[src/rtl/gcr_pkg.sv]
package gcr_pkg;
  // register offsets on the device register port
  localparam logic [15:0] GCR_ADDR_LOOP_CORE = 16'h0003;
  localparam logic [15:0] GCR_ADDR_CHAN_PAIR = 16'h0004;
  localparam logic [15:0] GCR_ADDR_MODE_REF = 16'h0005;
  localparam logic [15:0] GCR_ADDR_ALARM_CLR = 16'h0006;
  localparam logic [15:0] GCR_ADDR_RSVD_MISC = 16'h0007;
  localparam logic [15:0] GCR_ADDR_SCRATCH = 16'h0008;
  localparam logic [15:0] GCR_ADDR_LOCK_SYNC = 16'h0009;

  // loop and core enable register fields
  localparam int GCR_BIT_REF_LOOP_EN = 0;
  localparam int GCR_BIT_SYN_LOOP_EN = 1;
  localparam int GCR_BIT_SYSREF_EN = 2;
  localparam int GCR_POS_CORE_SEL = 3;

  // mode and reference register fields
  localparam int GCR_POS_REF_PATH = 0;
  localparam int GCR_BIT_REF0_RFSYNC = 4;
  localparam int GCR_BIT_REF1_EXTOSC = 5;
  localparam int GCR_POS_SYNC_MODE = 6;

  // single-bit fields of the trigger and lock registers
  localparam int GCR_BIT_CLR_ALARMS = 0;
  localparam int GCR_BIT_LOCK_SYNC_DIS = 0;

  // value of every register after reset
  localparam logic [7:0] GCR_RESET_VAL = 8'h00;

  // oscillator core select codes
  typedef enum logic [1:0] {
    GCR_CORE_EXTERNAL = 2'h0,
    GCR_CORE_HIGH = 2'h1,
    GCR_CORE_LOW = 2'h2,
    GCR_CORE_UNUSED = 2'h3
  } gcr_core_sel_t;

  // sync pin mode codes
  typedef enum logic [1:0] {
    GCR_SYNC_OFF = 2'h0,
    GCR_SYNC_THROUGH = 2'h1,
    GCR_SYNC_PULSEGEN = 2'h2,
    GCR_SYNC_ALARM_SEL = 2'h3
  } gcr_sync_mode_t;
endpackage

[src/rtl/gcr_global_control.sv]
`timescale 1ns/10ps
module gcr_global_control
  import gcr_pkg::*;
#(
  parameter int ADDR_W = 16,
  parameter int PAIRS = 7,
  parameter int REF_INPUTS = 4
) (
  // clock and reset
  input wire logic core_clk,
  input wire logic rst,
  // register port
  input wire logic wr_en,
  input wire logic rd_en,
  input wire logic [ADDR_W-1:0] reg_addr,
  input wire logic [7:0] wr_data,
  output logic [7:0] rd_data,
  // device events in
  input wire logic sync_pin,
  input wire logic alarm_present,
  input wire logic gpi_pulse_req,
  input wire logic synth_loop_locked,
  // loop and core controls
  output logic ref_cleanup_loop_en,
  output logic synth_loop_en,
  output logic sysref_timer_en,
  output logic ext_osc_sel,
  output logic core_high_en,
  output logic core_low_en,
  // channel and reference controls
  output logic [2*PAIRS-1:0] chan_en,
  output logic [REF_INPUTS-1:0] ref_path_en,
  output logic ref_one_ext_osc,
  output logic ref_zero_rf_sync,
  // event pulses out
  output logic synth_sync_pulse,
  output logic pulse_gen_req,
  output logic alarm_clear,
  output logic lock_sync_event
);

  // address match, used by write and read decode
  function automatic logic hit(input logic [ADDR_W-1:0] a, input logic [15:0] off);
    hit = (a == off[ADDR_W-1:0]);
  endfunction

  // stored registers
  logic [7:0] loop_core_q; // loop, timer and core enables
  logic [7:0] chan_pair_q; // channel pair enables
  logic [7:0] mode_ref_q; // sync mode and reference paths
  logic [7:0] alarm_clr_q; // upper bits kept, bit 0 is a trigger
  logic [7:0] rsvd_misc_q; // reserved, read/write only
  logic [7:0] scratch_q; // scratchpad, drives nothing
  logic [7:0] lock_sync_q; // sync at lock control
  logic [7:0] rd_data_d; // read mux
  logic [7:0] rd_data_q; // read data flop
  // event state
  logic sync_pin_q; // previous sync pin level
  logic locked_q; // previous lock level
  logic sync_rise; // sync pin rising edge
  logic synth_sync_q; // sync through loop pulse
  logic pulse_gen_q; // burst request pulse
  logic alarm_clear_q; // clear-alarms pulse
  logic lock_evt_q; // sync at lock pulse
  gcr_sync_mode_t sync_mode; // current sync pin mode
  gcr_core_sel_t core_sel; // current core select

  // register writes; reserved bits kept as written
  always_ff @(posedge core_clk or posedge rst) begin
    if (rst) begin
      loop_core_q <= GCR_RESET_VAL;
      chan_pair_q <= GCR_RESET_VAL;
      mode_ref_q <= GCR_RESET_VAL;
      alarm_clr_q <= GCR_RESET_VAL;
      rsvd_misc_q <= GCR_RESET_VAL;
      scratch_q <= GCR_RESET_VAL;
      lock_sync_q <= GCR_RESET_VAL;
    end else if (wr_en) begin
      if (hit(reg_addr, GCR_ADDR_LOOP_CORE)) begin
        loop_core_q <= wr_data;
      end
      if (hit(reg_addr, GCR_ADDR_CHAN_PAIR)) begin
        chan_pair_q <= wr_data;
      end
      if (hit(reg_addr, GCR_ADDR_MODE_REF)) begin
        mode_ref_q <= wr_data;
      end
      if (hit(reg_addr, GCR_ADDR_ALARM_CLR)) begin
        alarm_clr_q <= {wr_data[7:1], 1'b0};
      end
      if (hit(reg_addr, GCR_ADDR_RSVD_MISC)) begin
        rsvd_misc_q <= wr_data;
      end
      if (hit(reg_addr, GCR_ADDR_SCRATCH)) begin
        scratch_q <= wr_data;
      end
      if (hit(reg_addr, GCR_ADDR_LOCK_SYNC)) begin
        lock_sync_q <= wr_data;
      end
    end
  end

  // read mux; unmapped addresses read zero
  always_comb begin
    rd_data_d = 8'h00;
    if (hit(reg_addr, GCR_ADDR_LOOP_CORE)) begin
      rd_data_d = loop_core_q;
    end else if (hit(reg_addr, GCR_ADDR_CHAN_PAIR)) begin
      rd_data_d = chan_pair_q;
    end else if (hit(reg_addr, GCR_ADDR_MODE_REF)) begin
      rd_data_d = mode_ref_q;
    end else if (hit(reg_addr, GCR_ADDR_ALARM_CLR)) begin
      rd_data_d = alarm_clr_q;
    end else if (hit(reg_addr, GCR_ADDR_RSVD_MISC)) begin
      rd_data_d = rsvd_misc_q;
    end else if (hit(reg_addr, GCR_ADDR_SCRATCH)) begin
      rd_data_d = scratch_q;
    end else if (hit(reg_addr, GCR_ADDR_LOCK_SYNC)) begin
      rd_data_d = lock_sync_q;
    end
  end

  // read data captured on rd_en, held otherwise
  always_ff @(posedge core_clk or posedge rst) begin
    if (rst) begin
      rd_data_q <= GCR_RESET_VAL;
    end else if (rd_en) begin
      rd_data_q <= rd_data_d;
    end
  end
  assign rd_data = rd_data_q;

  assign ref_cleanup_loop_en = loop_core_q[GCR_BIT_REF_LOOP_EN];
  assign synth_loop_en = loop_core_q[GCR_BIT_SYN_LOOP_EN];
  assign sysref_timer_en = loop_core_q[GCR_BIT_SYSREF_EN];

  assign core_sel = gcr_core_sel_t'(loop_core_q[GCR_POS_CORE_SEL +: 2]);
  // code 11 is undefined; treated as both cores off, internal path idle
  assign ext_osc_sel = (core_sel == GCR_CORE_EXTERNAL);
  assign core_high_en = (core_sel == GCR_CORE_HIGH);
  assign core_low_en = (core_sel == GCR_CORE_LOW);

  // one pair bit fans out to two channels
  for (genvar k = 0; k < PAIRS; k++) begin : g_pair
    assign chan_en[2*k] = chan_pair_q[k];
    assign chan_en[2*k+1] = chan_pair_q[k];
  end

  assign ref_path_en = mode_ref_q[GCR_POS_REF_PATH +: REF_INPUTS];
  assign ref_one_ext_osc = mode_ref_q[GCR_BIT_REF1_EXTOSC];
  assign ref_zero_rf_sync = mode_ref_q[GCR_BIT_REF0_RFSYNC];

  assign sync_mode = gcr_sync_mode_t'(mode_ref_q[GCR_POS_SYNC_MODE +: 2]);

  // previous levels for edge detection
  always_ff @(posedge core_clk or posedge rst) begin
    if (rst) begin
      sync_pin_q <= 1'b0;
      locked_q <= 1'b0;
    end else begin
      sync_pin_q <= sync_pin;
      locked_q <= synth_loop_locked;
    end
  end
  // only the rising edge counts; a held-high pin fires once
  assign sync_rise = sync_pin & ~sync_pin_q;

  // sync pin dispatch by mode
  always_ff @(posedge core_clk or posedge rst) begin
    if (rst) begin
      synth_sync_q <= 1'b0;
      pulse_gen_q <= 1'b0;
    end else begin
      synth_sync_q <= 1'b0;
      // gpi request always starts a burst
      pulse_gen_q <= gpi_pulse_req;
      case (sync_mode)
        GCR_SYNC_OFF: begin
        end
        GCR_SYNC_THROUGH: begin
          synth_sync_q <= sync_rise;
        end
        GCR_SYNC_PULSEGEN: begin
          pulse_gen_q <= gpi_pulse_req | sync_rise;
        end
        GCR_SYNC_ALARM_SEL: begin
          synth_sync_q <= sync_rise & alarm_present;
          pulse_gen_q <= gpi_pulse_req | (sync_rise & ~alarm_present);
        end
        default: begin
        end
      endcase
    end
  end
  assign synth_sync_pulse = synth_sync_q;
  assign pulse_gen_req = pulse_gen_q;

  // clear pulse on write of one
  always_ff @(posedge core_clk or posedge rst) begin
    if (rst) begin
      alarm_clear_q <= 1'b0;
    end else begin
      alarm_clear_q <= wr_en & hit(reg_addr, GCR_ADDR_ALARM_CLR)
                       & wr_data[GCR_BIT_CLR_ALARMS];
    end
  end
  assign alarm_clear = alarm_clear_q;

  always_ff @(posedge core_clk or posedge rst) begin
    if (rst) begin
      lock_evt_q <= 1'b0;
    end else begin
      lock_evt_q <= synth_loop_locked & ~locked_q
                    & ~lock_sync_q[GCR_BIT_LOCK_SYNC_DIS];
    end
  end
  assign lock_sync_event = lock_evt_q;

  // checks beside the logic
  a_core_high_sel: assert property (@(posedge core_clk) disable iff (rst)
    (wr_en && hit(reg_addr, GCR_ADDR_LOOP_CORE) && wr_data[4:3] == 2'h1)
    |=> (core_high_en && !core_low_en && !ext_osc_sel))
    else $error("core select 01 did not pick high core");
  a_sysref_write: assert property (@(posedge core_clk) disable iff (rst)
    (wr_en && hit(reg_addr, GCR_ADDR_LOOP_CORE)) |=> (sysref_timer_en == $past(wr_data[2])))
    else $error("sysref timer enable not from bit 2");
  a_synth_loop_en: assert property (@(posedge core_clk) disable iff (rst)
    (wr_en && hit(reg_addr, GCR_ADDR_LOOP_CORE)) |=> (synth_loop_en == $past(wr_data[1])))
    else $error("synthesis loop enable not from bit 1");
  a_ref_loop_en: assert property (@(posedge core_clk) disable iff (rst)
    (wr_en && hit(reg_addr, GCR_ADDR_LOOP_CORE)) |=> (ref_cleanup_loop_en == $past(wr_data[0])))
    else $error("cleanup loop enable not from bit 0");
  a_pair_top: assert property (@(posedge core_clk) disable iff (rst)
    (wr_en && hit(reg_addr, GCR_ADDR_CHAN_PAIR)) |=> (chan_en[13:12] == {2{$past(wr_data[6])}}))
    else $error("pair bit 6 does not drive channels 12 and 13");
  a_sync_off: assert property (@(posedge core_clk) disable iff (rst)
    (sync_mode == GCR_SYNC_OFF && !gpi_pulse_req) |=> (!synth_sync_pulse && !pulse_gen_req))
    else $error("disabled sync pin produced an event");
  a_sync_through: assert property (@(posedge core_clk) disable iff (rst)
    (sync_mode == GCR_SYNC_THROUGH && sync_pin && !$past(sync_pin)) |=> synth_sync_pulse)
    else $error("sync edge not passed through loop");
  a_sync_burst: assert property (@(posedge core_clk) disable iff (rst)
    (sync_mode == GCR_SYNC_PULSEGEN && sync_pin && !$past(sync_pin))
    |=> (pulse_gen_req && !synth_sync_pulse))
    else $error("mode 10 edge did not start burst");
  a_sync_alarm: assert property (@(posedge core_clk) disable iff (rst)
    (sync_mode == GCR_SYNC_ALARM_SEL && sync_pin && !$past(sync_pin) && alarm_present)
    |=> (synth_sync_pulse && (pulse_gen_req == $past(gpi_pulse_req))))
    else $error("mode 11 with alarm did not sync");
  a_ref_modes: assert property (@(posedge core_clk) disable iff (rst)
    (wr_en && hit(reg_addr, GCR_ADDR_MODE_REF))
    |=> (ref_one_ext_osc == $past(wr_data[5]) && ref_zero_rf_sync == $past(wr_data[4])
         && ref_path_en == $past(wr_data[3:0])))
    else $error("reference mode bits misplaced");
  a_clear_pulse: assert property (@(posedge core_clk) disable iff (rst)
    (wr_en && hit(reg_addr, GCR_ADDR_ALARM_CLR) && wr_data[0])
    |=> (alarm_clear && alarm_clr_q[GCR_BIT_CLR_ALARMS] == 1'b0))
    else $error("alarm clear not pulsed");
  a_scratch_back: assert property (@(posedge core_clk) disable iff (rst)
    (wr_en && hit(reg_addr, GCR_ADDR_SCRATCH))
    ##1 !wr_en
    ##1 (rd_en && !wr_en && hit(reg_addr, GCR_ADDR_SCRATCH))
    |=> (rd_data == $past(wr_data, 3)))
    else $error("scratchpad readback mismatch");
  a_lock_sync: assert property (@(posedge core_clk) disable iff (rst)
    ($rose(synth_loop_locked) && !lock_sync_q[0]) |=> lock_sync_event)
    else $error("no sync event at lock");
  a_lock_nosync: assert property (@(posedge core_clk) disable iff (rst)
    ($past(lock_sync_q[0]) && lock_sync_q[0]) |-> !lock_sync_event)
    else $error("sync at lock while disabled");

endmodule // gcr_global_control

[config.mk]
export PLATFORM = sky130hd
export DESIGN_NAME = gcr_global_control
export DESIGN_NICKNAME = d
export VERILOG_FILES = /design/src/rtl/gcr_pkg.sv /design/src/rtl/gcr_global_control.sv
export SDC_FILE = /design/constraint.sdc
export NUM_CORES = 1
export LEC_CHECK = 0
export ABC_AREA = 1
export BUFFER_PORTS_ARGS = -buffer_cell sky130_fd_sc_hd__buf_2
export CAP_MARGIN = 20
export CORE_ASPECT_RATIO = 0.8
export CORE_UTILIZATION = 51
export CTS_BUF_LIST = sky130_fd_sc_hd__clkbuf_2 sky130_fd_sc_hd__clkbuf_4 sky130_fd_sc_hd__clkbuf_8
export CTS_CLUSTER_SIZE = 20
export DETAILED_ROUTE_END_ITERATION = 8
export HOLD_SLACK_MARGIN = 0.02
export PLACE_DENSITY_LB_ADDON = 0.08
export SETUP_SLACK_MARGIN = 0.15
export SYNTH_ARGS = -nofsm -noshare
export SYNTH_HDL_FRONTEND = slang
export SYNTH_SLANG_ARGS = --single-unit
[constraint.sdc]
create_clock -name core_clk -period 2.2 [get_ports core_clk]
set_input_delay 0.44 -clock core_clk [delete_from_list [all_inputs] [get_ports core_clk]]
set_output_delay 0.44 -clock core_clk [all_outputs]
set_load 0.05 [all_outputs]
After elaboration in Yosys (flattened, before gate mapping)
Index checks and enable logic that the tools add are counted.
{"block": "word_totals", "reg_bits": 69, "word_cells": 56}
{"block": "op_classes", "eq_ne": 12, "n_mux": 9, "bitwise": 13, "n_reduce_logical": 8}
{"cell": "16-bit by 3-bit == test with 1-bit output (second input constant)", "count": 4}
{"cell": "8-bit 2-to-1 mux", "count": 7}
{"cell": "16-bit by 4-bit == test with 1-bit output (second input constant)", "count": 2}
{"cell": "16-bit by 2-bit == test with 1-bit output (second input constant)", "count": 1}
{"cell": "2-bit AND reduction", "count": 7}
{"cell": "1-bit bitwise AND", "count": 7}
{"cell": "2-bit == test (second input constant)", "count": 3}
{"cell": "2-bit by 1-bit == test with 1-bit output (second input constant)", "count": 2}
{"cell": "1-bit inverter", "count": 4}
{"cell": "1-bit one-hot mux with 2 select lines", "count": 2}
{"cell": "2-bit logical NOT", "count": 1}
{"cell": "1-bit OR", "count": 2}

Logic depth before layout (Yosys ltp)
Gate-level depths: netlist of run 1.
{"block": "depth", "ltp_word": 8, "ltp_mapped": 12}

Worst setup path before layout of run 1
Ideal clock, no wire load.
{"block": "synth_path", "kind": "input to register", "start": "in reg_addr[13]", "end": "reg scratch_q[0]", "arrival_time_ns": 1.468, "required_ns": 2.072, "path_slack_ns": 0.604, "path_stages": 7, "n_path_buf": 1, "cell_sequence": "nor2_1 > nand2_1 > nor3_4 > nand4_1 > buf_2 > nand2_1 > o21ai_0"}
{"block": "synth_via", "elab_chain_len": 2}
{"item": "start: declaration", "line_no": "gcr_global_control.sv:15", "rtl": "input wire logic [ADDR_W-1:0] reg_addr,"}
{"item": "16-bit by 4-bit == test with 1-bit output", "line_no": "gcr_global_control.sv:44", "rtl": "hit = (a == off[ADDR_W-1:0]);"}
{"item": "2-bit AND reduction (no line)"}
{"item": "end signal: assignment", "line_no": "gcr_global_control.sv:95", "rtl": "scratch_q <= wr_data;"}
{"item": "end: declaration", "line_no": "gcr_global_control.sv:53", "rtl": "logic [7:0] scratch_q;"}
Every way passes these cells.
A chain may end at the register's enable or synchronous reset.

Worst setup path after layout of run 1
{"block": "layout_path", "start": "in reg_addr[7]", "end": "reg loop_core_q[1]"}
{"block": "layout_via", "elab_chain_len": 2}
{"item": "16-bit by 2-bit == test with 1-bit output", "line_no": "gcr_global_control.sv:44"}
{"item": "2-bit AND reduction (no line)"}
{"item": "end signal: assignment", "line_no": "gcr_global_control.sv:80", "rtl": "loop_core_q <= wr_data;"}
{"item": "end: declaration", "line_no": "gcr_global_control.sv:48", "rtl": "logic [7:0] loop_core_q;"}
Every way passes these cells.

==> impl_metrics.toml, run 1 <==
[sta]
slew-limit-headroom_pct = 60.6
hold_viol_final = 0
min_period_over_period_pct = 73.8
finClkSkew_ps = 3.76
layout_min_cycle_time_ps = 1620
fmax_mhz = 616
finalMaxSlewViolations = 0
finalSetupViolCount = 0
max_slew.worst_pin.slew_ps = 589
setup_tns_ps = 0
rsz0062_at_grt = "false"

[placed_design]
place.gp.congestion = 0.840
place_area_um2 = 3590
portBuffers = 69
dpl.hpwl_um = 5570
dp.cells = 523

[pwr]
power.internal_mw = 1.75
power.density_nw_per_um2 = 622
p_total_mw = 2.35
p_seq_share_pct = 54.2
swShare_pct = 25.4
clockPowerShare_pct = 40.6
power_leakage_nw = 1.93
pwr-share-comb_pct = 5.2
power.switching_mw = 0.596
ir_worst_vdd_v = 0.000373

[die]
coreArea_um2 = 6040
die_y_um = 73.6
rows = 25
chipWidth_um = 91.4
io_pins = 70
start_util_pct = 54.1
dieArea_um2 = 6730

[global_route]
grt_first_pass_wirelength_um = 12500
antenna_found_initial = 0
grt_pass1_vias = 2395
grt_max_degree = 45
track_usage_pct = 25.3
overflow = 0

[routing]
drt_iter0_markers = 187
postRouteAntennaNets = 0
detail_route.wirelength_um = 7820
drc = 0
vias = 2803
avgRoutedWirePerCell_um = 14.5
post_drt_via_cell_ratio = 5.20
drt_pass1_iterations = 5

[cells_and_area]
fin_nets = 485
fillers = 548
stdcell_count = 539
drive_gt1_share_pct = 23.4
final_area_um2 = 3770
layout_common_cells = "nand2_1, dfrtp_1, buf_2"
areaGrowthSynthToFinish_pct = 15.6
layout_commonest_cell = "nand2_1"
n_antenna_cell = 0

[synth]
yosysSeqAreaShare_pct = 52.9
netlist_area_um2 = 3260
syn_avg_cell_area_um2 = 8.29
synthCells = 394
synth_warnings = 0
yosys-top-cells-area = "dfrtp_1, nand2_1, o21ai_0"
yosysTopAreaCellShare_pct = 52.9
yosysUniqueCellTypes = 24
synth_nets = 426
synth_seq_cells = 69
yosysTopAreaCell = "dfrtp_1"

[cts]
clock_sinks = 69
postCtsHoldBufs = 0
cts_tree = "built"
clockBufferDepth = 2
clk_latency_ps = 350
post_cts_buffers = 0
cts_root_buf = "clkbuf_8"
cts_made_buffers = 9
htree_levels = 3
path_clk_slew_ps = 80
cts_resized = 0

[worst_setup_path]
crit_type = "primary input to flop"
path_max_fanout = 16
worst-r2r-cell-count = 6
crit_required_ps = 2460
cp-start-kind = "primary input"
cp-end-kind = "flop"
cp_data_arrival_time_ps = 1880
ff2ff_setup_slack_ps = 1140

[status]
status = "complete, no violations"

[job]
drv_cap = 0

[worst_hold_path]
hold_path_class = "primary input to async pin"
## cells in the mapped netlist
library cell	n
nor3b_1	1
clkbuf_1	2
nand4_1	10
o21ai_0	54
a31o_2	1
nand3_2	2
nand3_1	40
nand2_2	2
nor2_2	3
buf_2	6
and3_1	1
nor3b_2	1
o21ai_1	2
nand2_1	111
buf_4	19
a21oi_1	1
dfrtp_1	69
nor2_1	33
buf_6	2
inv_1	28
nor2_4	2
and2_1	2
nor3_4	1
buf_1	1
## sequential cells by signal, indices dropped and copies added (netlist names), 7 cells and up
signal / count
mode_ref_q: 8
lock_sync_q: 8
alarm_clr_q: 7
rd_data: 8
loop_core_q: 8
scratch_q: 8
chan_pair_q: 8
rsvd_misc_q: 8
## logic make-up (layout without fill, tap and decap cells)
| logic type | after synthesis | in the layout | share of synthesized area [%] |
|---|---|---|---|
| and+or+nand+nor | 209 | 209 | 28.6 |
| DFF | 69 | 69 | 52.9 |
| AOI/OAI and AO/OA | 58 | 58 | 9.01 |
| buffers and inverters | 58 | 122 | 9.54 |
## area by class of cell
| cell class | instances | area [um2] | share of cell area (%) |
|---|---|---|---|
| Inverter | 28 | 109 | 2.89 |
| Sequential cell | 69 | 1730 | 45.8 |
| Tap cell | 81 | 101 | 2.69 |
| Multi-Input combinational cell | 267 | 1230 | 32.5 |
| Clock inverter | 6 | 46.3 | 1.23 |
| Timing Repair Buffer | 78 | 425 | 11.3 |
| Clock buffer | 10 | 138 | 3.65 |
## path summary, 6_finish.rpt
check / from / endpoint
min reg2reg: locked_q / lock_sync_event
max in group asynchronous: rst / scratch_q[6]
min in group core_clk: sync_pin / sync_pin_q
max reg2reg: lock_sync_q[0] / rd_data[0]
min: rst / mode_ref_q[1]
max: reg_addr[7] / loop_core_q[1]
## power by group through the flow
stage          Combinational (mW)  Clock (mW)  Sequential (mW)
4_1_cts                     0.125       0.974             1.27
2_1_floorplan              0.0525           0             1.30
6_report                    0.123       0.953             1.27
3_5_place_dp                0.125           0             1.30
5_1_grt                     0.137        1.03             1.27
3_3_place_gp                0.123           0             1.30
## stage by stage
stage / worst slack (ps) / hold WS [ps] / utilization (%)
after CTS: 581 / 165 / 62.5
after detailed placement: 219 / 399 / 59.4
after global placement: 263 / 397 / 59.4
final: 577 / 149 / 62.5
after floorplan: 604 / 382 / -
after global routing: 389 / 187 / 62.5
## critical path, cell delays in order
cell and delay (ps):
buf_2 100, nor2_1 130, nand2_2 170, nor3_4 270, nand3_1 440, o21ai_0 330
## per-layer routing
layer,vias up,wire (um),share of wire (%),GRT usage [%]
met3,13,615,7.9,7.45
met2,121,3210,41,34.9
li1,1379,-,-,-
met5,-,0,0,0
met4,0,120,1.5,7.23
met1,1290,3880,50,38.3
(Power assumes the default switching activity.)
==> run 2: changes to the inputs <==
- ABC_AREA: 1 -> 0
- clock period: 2.2 -> 1.35 ns (I/O delays scaled with it)
==> run 2 against run 1 <==
  * The flow now finishes with violations (negative setup slack)
  * Worst hold slack lost 120 ps
  * First-iteration DRC count shrank 8.6%
  * Sequential power grew 64%
  * Routed wire length grew 23%
  * Synthesized cell count shrank 28%
  * Largest power group unchanged
  * Core utilization grew 18 points
  * Cell count shrank 7.2%
  * Combinational power grew to 3.2 times the previous value
  * Sequential share of layout area shrank 12 points
==> impl_metrics.toml, run 2 <==
[cells_and_area]
areaGrowthSynthToFinish_pct = 52.3
drive_gt1_share_pct = 62.3
layout_commonest_cell = "dfrtp_1"
n_antenna_cell = 0
fin_nets = 444
layout_common_cells = "dfrtp_1, buf_6, buf_4"

[worst_hold_path]
hold_path_class = "primary input to flop"
hp-start = "sync_pin"
whs_path_depth = 1

[status]
violations = "negative setup slack"
status = "finished with violations"

[pwr]
p_total_mw = 4.33
power.density_nw_per_um2 = 846
power_leakage_nw = 2.46
ir_worst_vdd_v = 0.000667

[cts]
cts_made_buffers = 9
cts_tree = "built"
clock_sinks = 69
path_clk_slew_ps = 70
clockBufferDepth = 2
clk_latency_ps = 350
cts_root_buf = "clkbuf_8"
htree_levels = 3

[global_route]
grt_pass1_vias = 2829
track_usage_pct = 29.1
grt_first_pass_wirelength_um = 14700
overflow = 0
grt_max_degree = 33
antenna_found_initial = 0

[synth]
synth_flop_cell = "dfrtp_1"
yosys.cell_count.top_type = "dfrtp_1"
synth_nets = 316
synth_warnings = 0
yosysTopAreaCell = "dfrtp_1"
synthCells = 284
yosys-top-cells-area = "dfrtp_1, mux2_2, buf_4"
yosysTopAreaCellShare_pct = 51.4
synth_seq_cells = 69
yosysSeqAreaShare_pct = 51.4
netlist_area_um2 = 3360
synthArstFlopShare_pct = 100
synth_edf_count = 0
netlist_top_cells_count = "dfrtp_1, mux2_2, buf_4"
syn_avg_cell_area_um2 = 11.8
yosysUniqueCellTypes = 39

[sta]
setup_tns_ps = -20280
max_slew.worst_pin.slew_ps = 422
finalMaxSlewViolations = 0
rsz0062_at_grt = "true"
min_period_over_period_pct = 134
finClkSkew_ps = 5.28
fmax_mhz = 554
finalSetupViolCount = 65
hold_viol_final = 0
layout_min_cycle_time_ps = 1810
slew-limit-headroom_pct = 71.8
worst_slack_ps = -455

[die]
dieArea_um2 = 6920
coreArea_um2 = 6380
die_y_um = 74.6
chipWidth_um = 92.8
start_util_pct = 52.7
io_pins = 70
rows = 26

[worst_setup_path]
crit_path_start = "reg_addr[4]"
crit_required_ps = 1600
path_max_fanout = 4
setup.worst_path.end = "rd_data[2]"
critical-path-max-stage-delay_ps = 550
worstPathCellList = "buf_6 -> or4_4 -> nor3_4 -> nand2_1 -> or4b_1 -> a31o_2"
critical_path.slowest_cell = "or4_4"
reg2reg_from = "chan_pair_q[5]"
cp_data_arrival_time_ps = 2050
reg2reg_to = "rd_data[5]"
crit_type = "primary input to flop"
worst-r2r-cell-count = 5
ff2ff_setup_slack_ps = 50
cp-end-kind = "flop"
cp-start-kind = "primary input"

[routing]
drt_iter0_markers = 171
postRouteAntennaNets = 0
avgRoutedWirePerCell_um = 19.2
post_drt_via_cell_ratio = 5.56
vias = 2782
detail_route.wirelength_um = 9590
drt_pass1_iterations = 4
drc = 0

[placed_design]
portBuffers = 69
place.gp.congestion = 0.814
dpl.hpwl_um = 6230

[job]
drv_cap = 0
==> run 2: worst min-delay path by stage <==
stage / slack, ps / to
after detailed placement: 290 / lock_sync_event
after CTS: 20 / sync_pin_q
after floorplan: 300 / locked_q
after global placement: 300 / locked_q
after global routing: 30 / sync_pin_q
final: 30 / sync_pin_q
==> run 2: layout make-up <==
class	instances	area (um2)
Multi-Input combinational cell	179	1730
Sequential cell	69	1730
Timing Repair Buffer	146	1310
Fill cell	397	1260
Clock buffer	11	145
Tap cell	84	105
Clock inverter	4	72.6
Inverter	7	30.0
==> run 2: power by group <==
part | internal (mW) | switching, mW
Clock | 1.10 | 0.765
Combinational | 0.163 | 0.228
Sequential | 2.08 | 0.00415
==> run 2: metrics by stage <==
stage	std cells	hold slack (ps)	setup slack, ps	cell area [um2]	utilization, %
floorplan	284	301	-780	3460	-
global placement	464	295	-824	4190	65.7
detailed placement	464	294	-861	4190	65.7
CTS	496	20.7	-443	4990	78.2
global route	500	28.2	-509	5120	80.3
finish	500	26.6	-455	5120	80.3
==> run 2: worst max-delay path: cells and delay by family <==
kind / cells / cell delay [ps]
AND/OR/NAND/NOR: 4 / 1450
buffers and inverters: 1 / 90
AO/OA/AOI/OAI: 1 / 240
==> run 2: layer usage <==
metal / routed length [um] / part of all wire, % / track usage [%]
met1: 4210 / 44 / 38.7
met2: 4750 / 50 / 47.9
met3: 450 / 4.7 / 6.44
met4: 181 / 1.9 / 10.4
met5: 0 / 0 / 0
==> run 2: cells by family after synthesis <==
kind of cell,Yosys count,synth area share [%]
buffers and inverters,36,6.03
AO/OA/AOI/OAI,43,8.41
flip-flops,69,51.4
multiplexers,66,21.8
AND/OR/NAND/NOR,70,12.4
==> run 2: timing repair <==
action,4_1_cts,5_1_grt
endpoints found under the hold margin,16,0
pin swaps,18,9
gates cloned,0,1
buffers inserted,16,3
hold buffers,1,0
gates resized for setup,120,26
endpoints found under the setup margin,100,93
==> run 3: changes to the inputs <==
- CAP_MARGIN: 20 -> default
- CTS_BUF_LIST: sky130_fd_sc_hd__clkbuf_2 sky130_fd_sc_hd__clkbuf_4 sky130_fd_sc_hd__clkbuf_8 -> sky130_fd_sc_hd__clkbuf_8
- SLEW_MARGIN: default -> 5
==> run 3 against run 2 <==
  * The run still ends with negative setup slack left
  * Via count up 1.5%
  * Routed wire length shrank 0.15%
  * Total power down 0.46%
  * Cell count grew 0.20%
  * Global-route usage stayed put
  * Core utilization rose by 0.12 points
  * Clock power about the same
  * Register-to-register slack got worse by 20 ps
  * Critical endpoint unchanged
  * Largest power group unchanged
==> impl_metrics.toml, run 3 (synthesis gave the netlist of run 2 again) <==
[status]
status = "finished with violations"
violations = "negative setup slack"

[worst_setup_path]
path_max_fanout = 4
crit_required_ps = 1600
cp-start-kind = "primary input"
cp_data_arrival_time_ps = 2050
worstPathCellList = "buf_6 -> or4_4 -> nor3_4 -> nand2_1 -> or4b_1 -> a31o_2"
cp-end-kind = "flop"
cp_top_family = "simple AND/OR/NAND/NOR gates"
cp.buffers_inverters = 1
crit_type = "primary input to flop"
critical_path.slowest_cell = "or4_4"
critical-path-max-stage-delay_ps = 550

[placed_design]
place.gp.congestion = 0.814
dpl.hpwl_um = 6230
portBuffers = 69
dp.cells = 464

[cts]
clockBufferDepth = 2
clock_sinks = 69
cts_made_buffers = 9
path_clk_slew_ps = 70
clk_latency_ps = 350
cts_root_buf = "clkbuf_8"
htree_levels = 3
cts_tree = "built"

[die]
coreArea_um2 = 6380
die_y_um = 74.6
chipWidth_um = 92.8
start_util_pct = 52.7
io_pins = 70
rows = 26
dieArea_um2 = 6920

[global_route]
grt_max_degree = 33
grt_first_pass_wirelength_um = 14700
track_usage_pct = 29.1
antenna_found_initial = 0
overflow = 0
grt_pass1_vias = 2819

[sta]
finalSetupViolCount = 65
hold_viol_final = 0
min_period_over_period_pct = 134
rsz0062_at_grt = "true"
max_slew.worst_pin.slew_ps = 424
fmax_mhz = 553
layout_min_cycle_time_ps = 1810
slew-limit-headroom_pct = 71.7
finClkSkew_ps = 7.08
worst_slack_ps = -457
finalMaxSlewViolations = 0
hold_slack_ps = 31.6

[routing]
post_drt_via_cell_ratio = 5.64
avgRoutedWirePerCell_um = 19.1
drt_iter0_markers = 135
drc = 0
drt_pass1_iterations = 4
detail_route.wirelength_um = 9570
vias = 2824
postRouteAntennaNets = 0

[pwr]
power.switching_mw = 1.00
power.density_nw_per_um2 = 841
power.internal_mw = 3.31
pwr-share-comb_pct = 9.1
clockPowerShare_pct = 42.7
power_leakage_nw = 2.47
swShare_pct = 23.3
p_seq_share_pct = 48.2
ir_worst_vdd_v = 0.000666

[cells_and_area]
areaGrowthSynthToFinish_pct = 52.5
layout_commonest_cell = "dfrtp_1"
layout_common_cells = "dfrtp_1, buf_6, buf_4"
n_antenna_cell = 0
stdcell_count = 501
fin_nets = 445
drive_gt1_share_pct = 62.1

[worst_hold_path]
hold_path_class = "primary input to flop"

[job]
drv_cap = 0
run 3: cell count changes in the layout (fill, tap and decap cells not counted), sizes merged:
cell and change:
inv +1, buf +1, clkbuf -1
run 3: layout make-up:
type / count / area [um2]
multi-input combinational: 179 / 1730
sequential: 69 / 1730
timing repair buffer: 147 / 1320
fill: 392 / 1250
clock buffer: 10 / 138
tap: 84 / 105
clock inverter: 5 / 76.3
inverter: 7 / 30.0
run 3: timing repair:
action | 4_1_cts | 5_1_grt
gates resized for setup | 120 | 28
hold endpoints to repair | 16 | 0
hold buffers | 1 | 0
cloned | 0 | 1
buffers inserted | 16 | 4
pin swaps | 18 | 7
endpoints found under the setup margin | 100 | 93
run 3: layer usage:
layer  vias to the layer above  part of all wire (%)  global-route usage [%]
met5                         -                     0                       0
met4                         0                   1.8                    10.4
met3                        18                   5.0                    6.44
met2                        94                    49                    47.7
met1                      1421                    45                    38.8
li1                       1291                     -                       -
run 3: worst register-to-register path: stages (launching register included):
cell	delay, ps
dfrtp_1	430
buf_4	170
mux2i_1	260
o31ai_4	110
a21oi_2	150
o22ai_1	80
run 3: per-stage QoR:
step,total power [mW],setup TNS (ps),utilization (%),setup WS [ps],instance area (um2)
6_report,4.31,-20920,80.4,-457,5130
5_1_grt,4.42,-25550,80.4,-508,5130
4_1_cts,4.31,-18730,78.2,-443,4980
3_5_place_dp,2.46,-43200,65.7,-861,4190
3_3_place_gp,2.46,-41960,65.7,-824,4190
2_1_floorplan,2.26,-33800,-,-780,3460
run 3: final timing paths:
kind                                 from              end  slack [ps]  cells after the start
setup reg to reg           chan_pair_q[5]       rd_data[5]          30                      5
hold / removal                   sync_pin       sync_pin_q          30                      1
hold reg to reg                  locked_q  lock_sync_event         400                      1
min in group asynchronous             rst   lock_sync_q[4]         470                      3
setup / recovery             reg_addr[12]       rd_data[2]        -460                      6
max in group asynchronous             rst   loop_core_q[3]         380                      4
run 3: power groups by stage:
stage / clock [mW] / combinational [mW] / sequential (mW)
finish: 1.84 / 0.393 / 2.08
global route: 1.92 / 0.424 / 2.08
floorplan: 0 / 0.129 / 2.14
global placement: 0 / 0.341 / 2.12
CTS: 1.85 / 0.376 / 2.08
detailed placement: 0 / 0.345 / 2.12
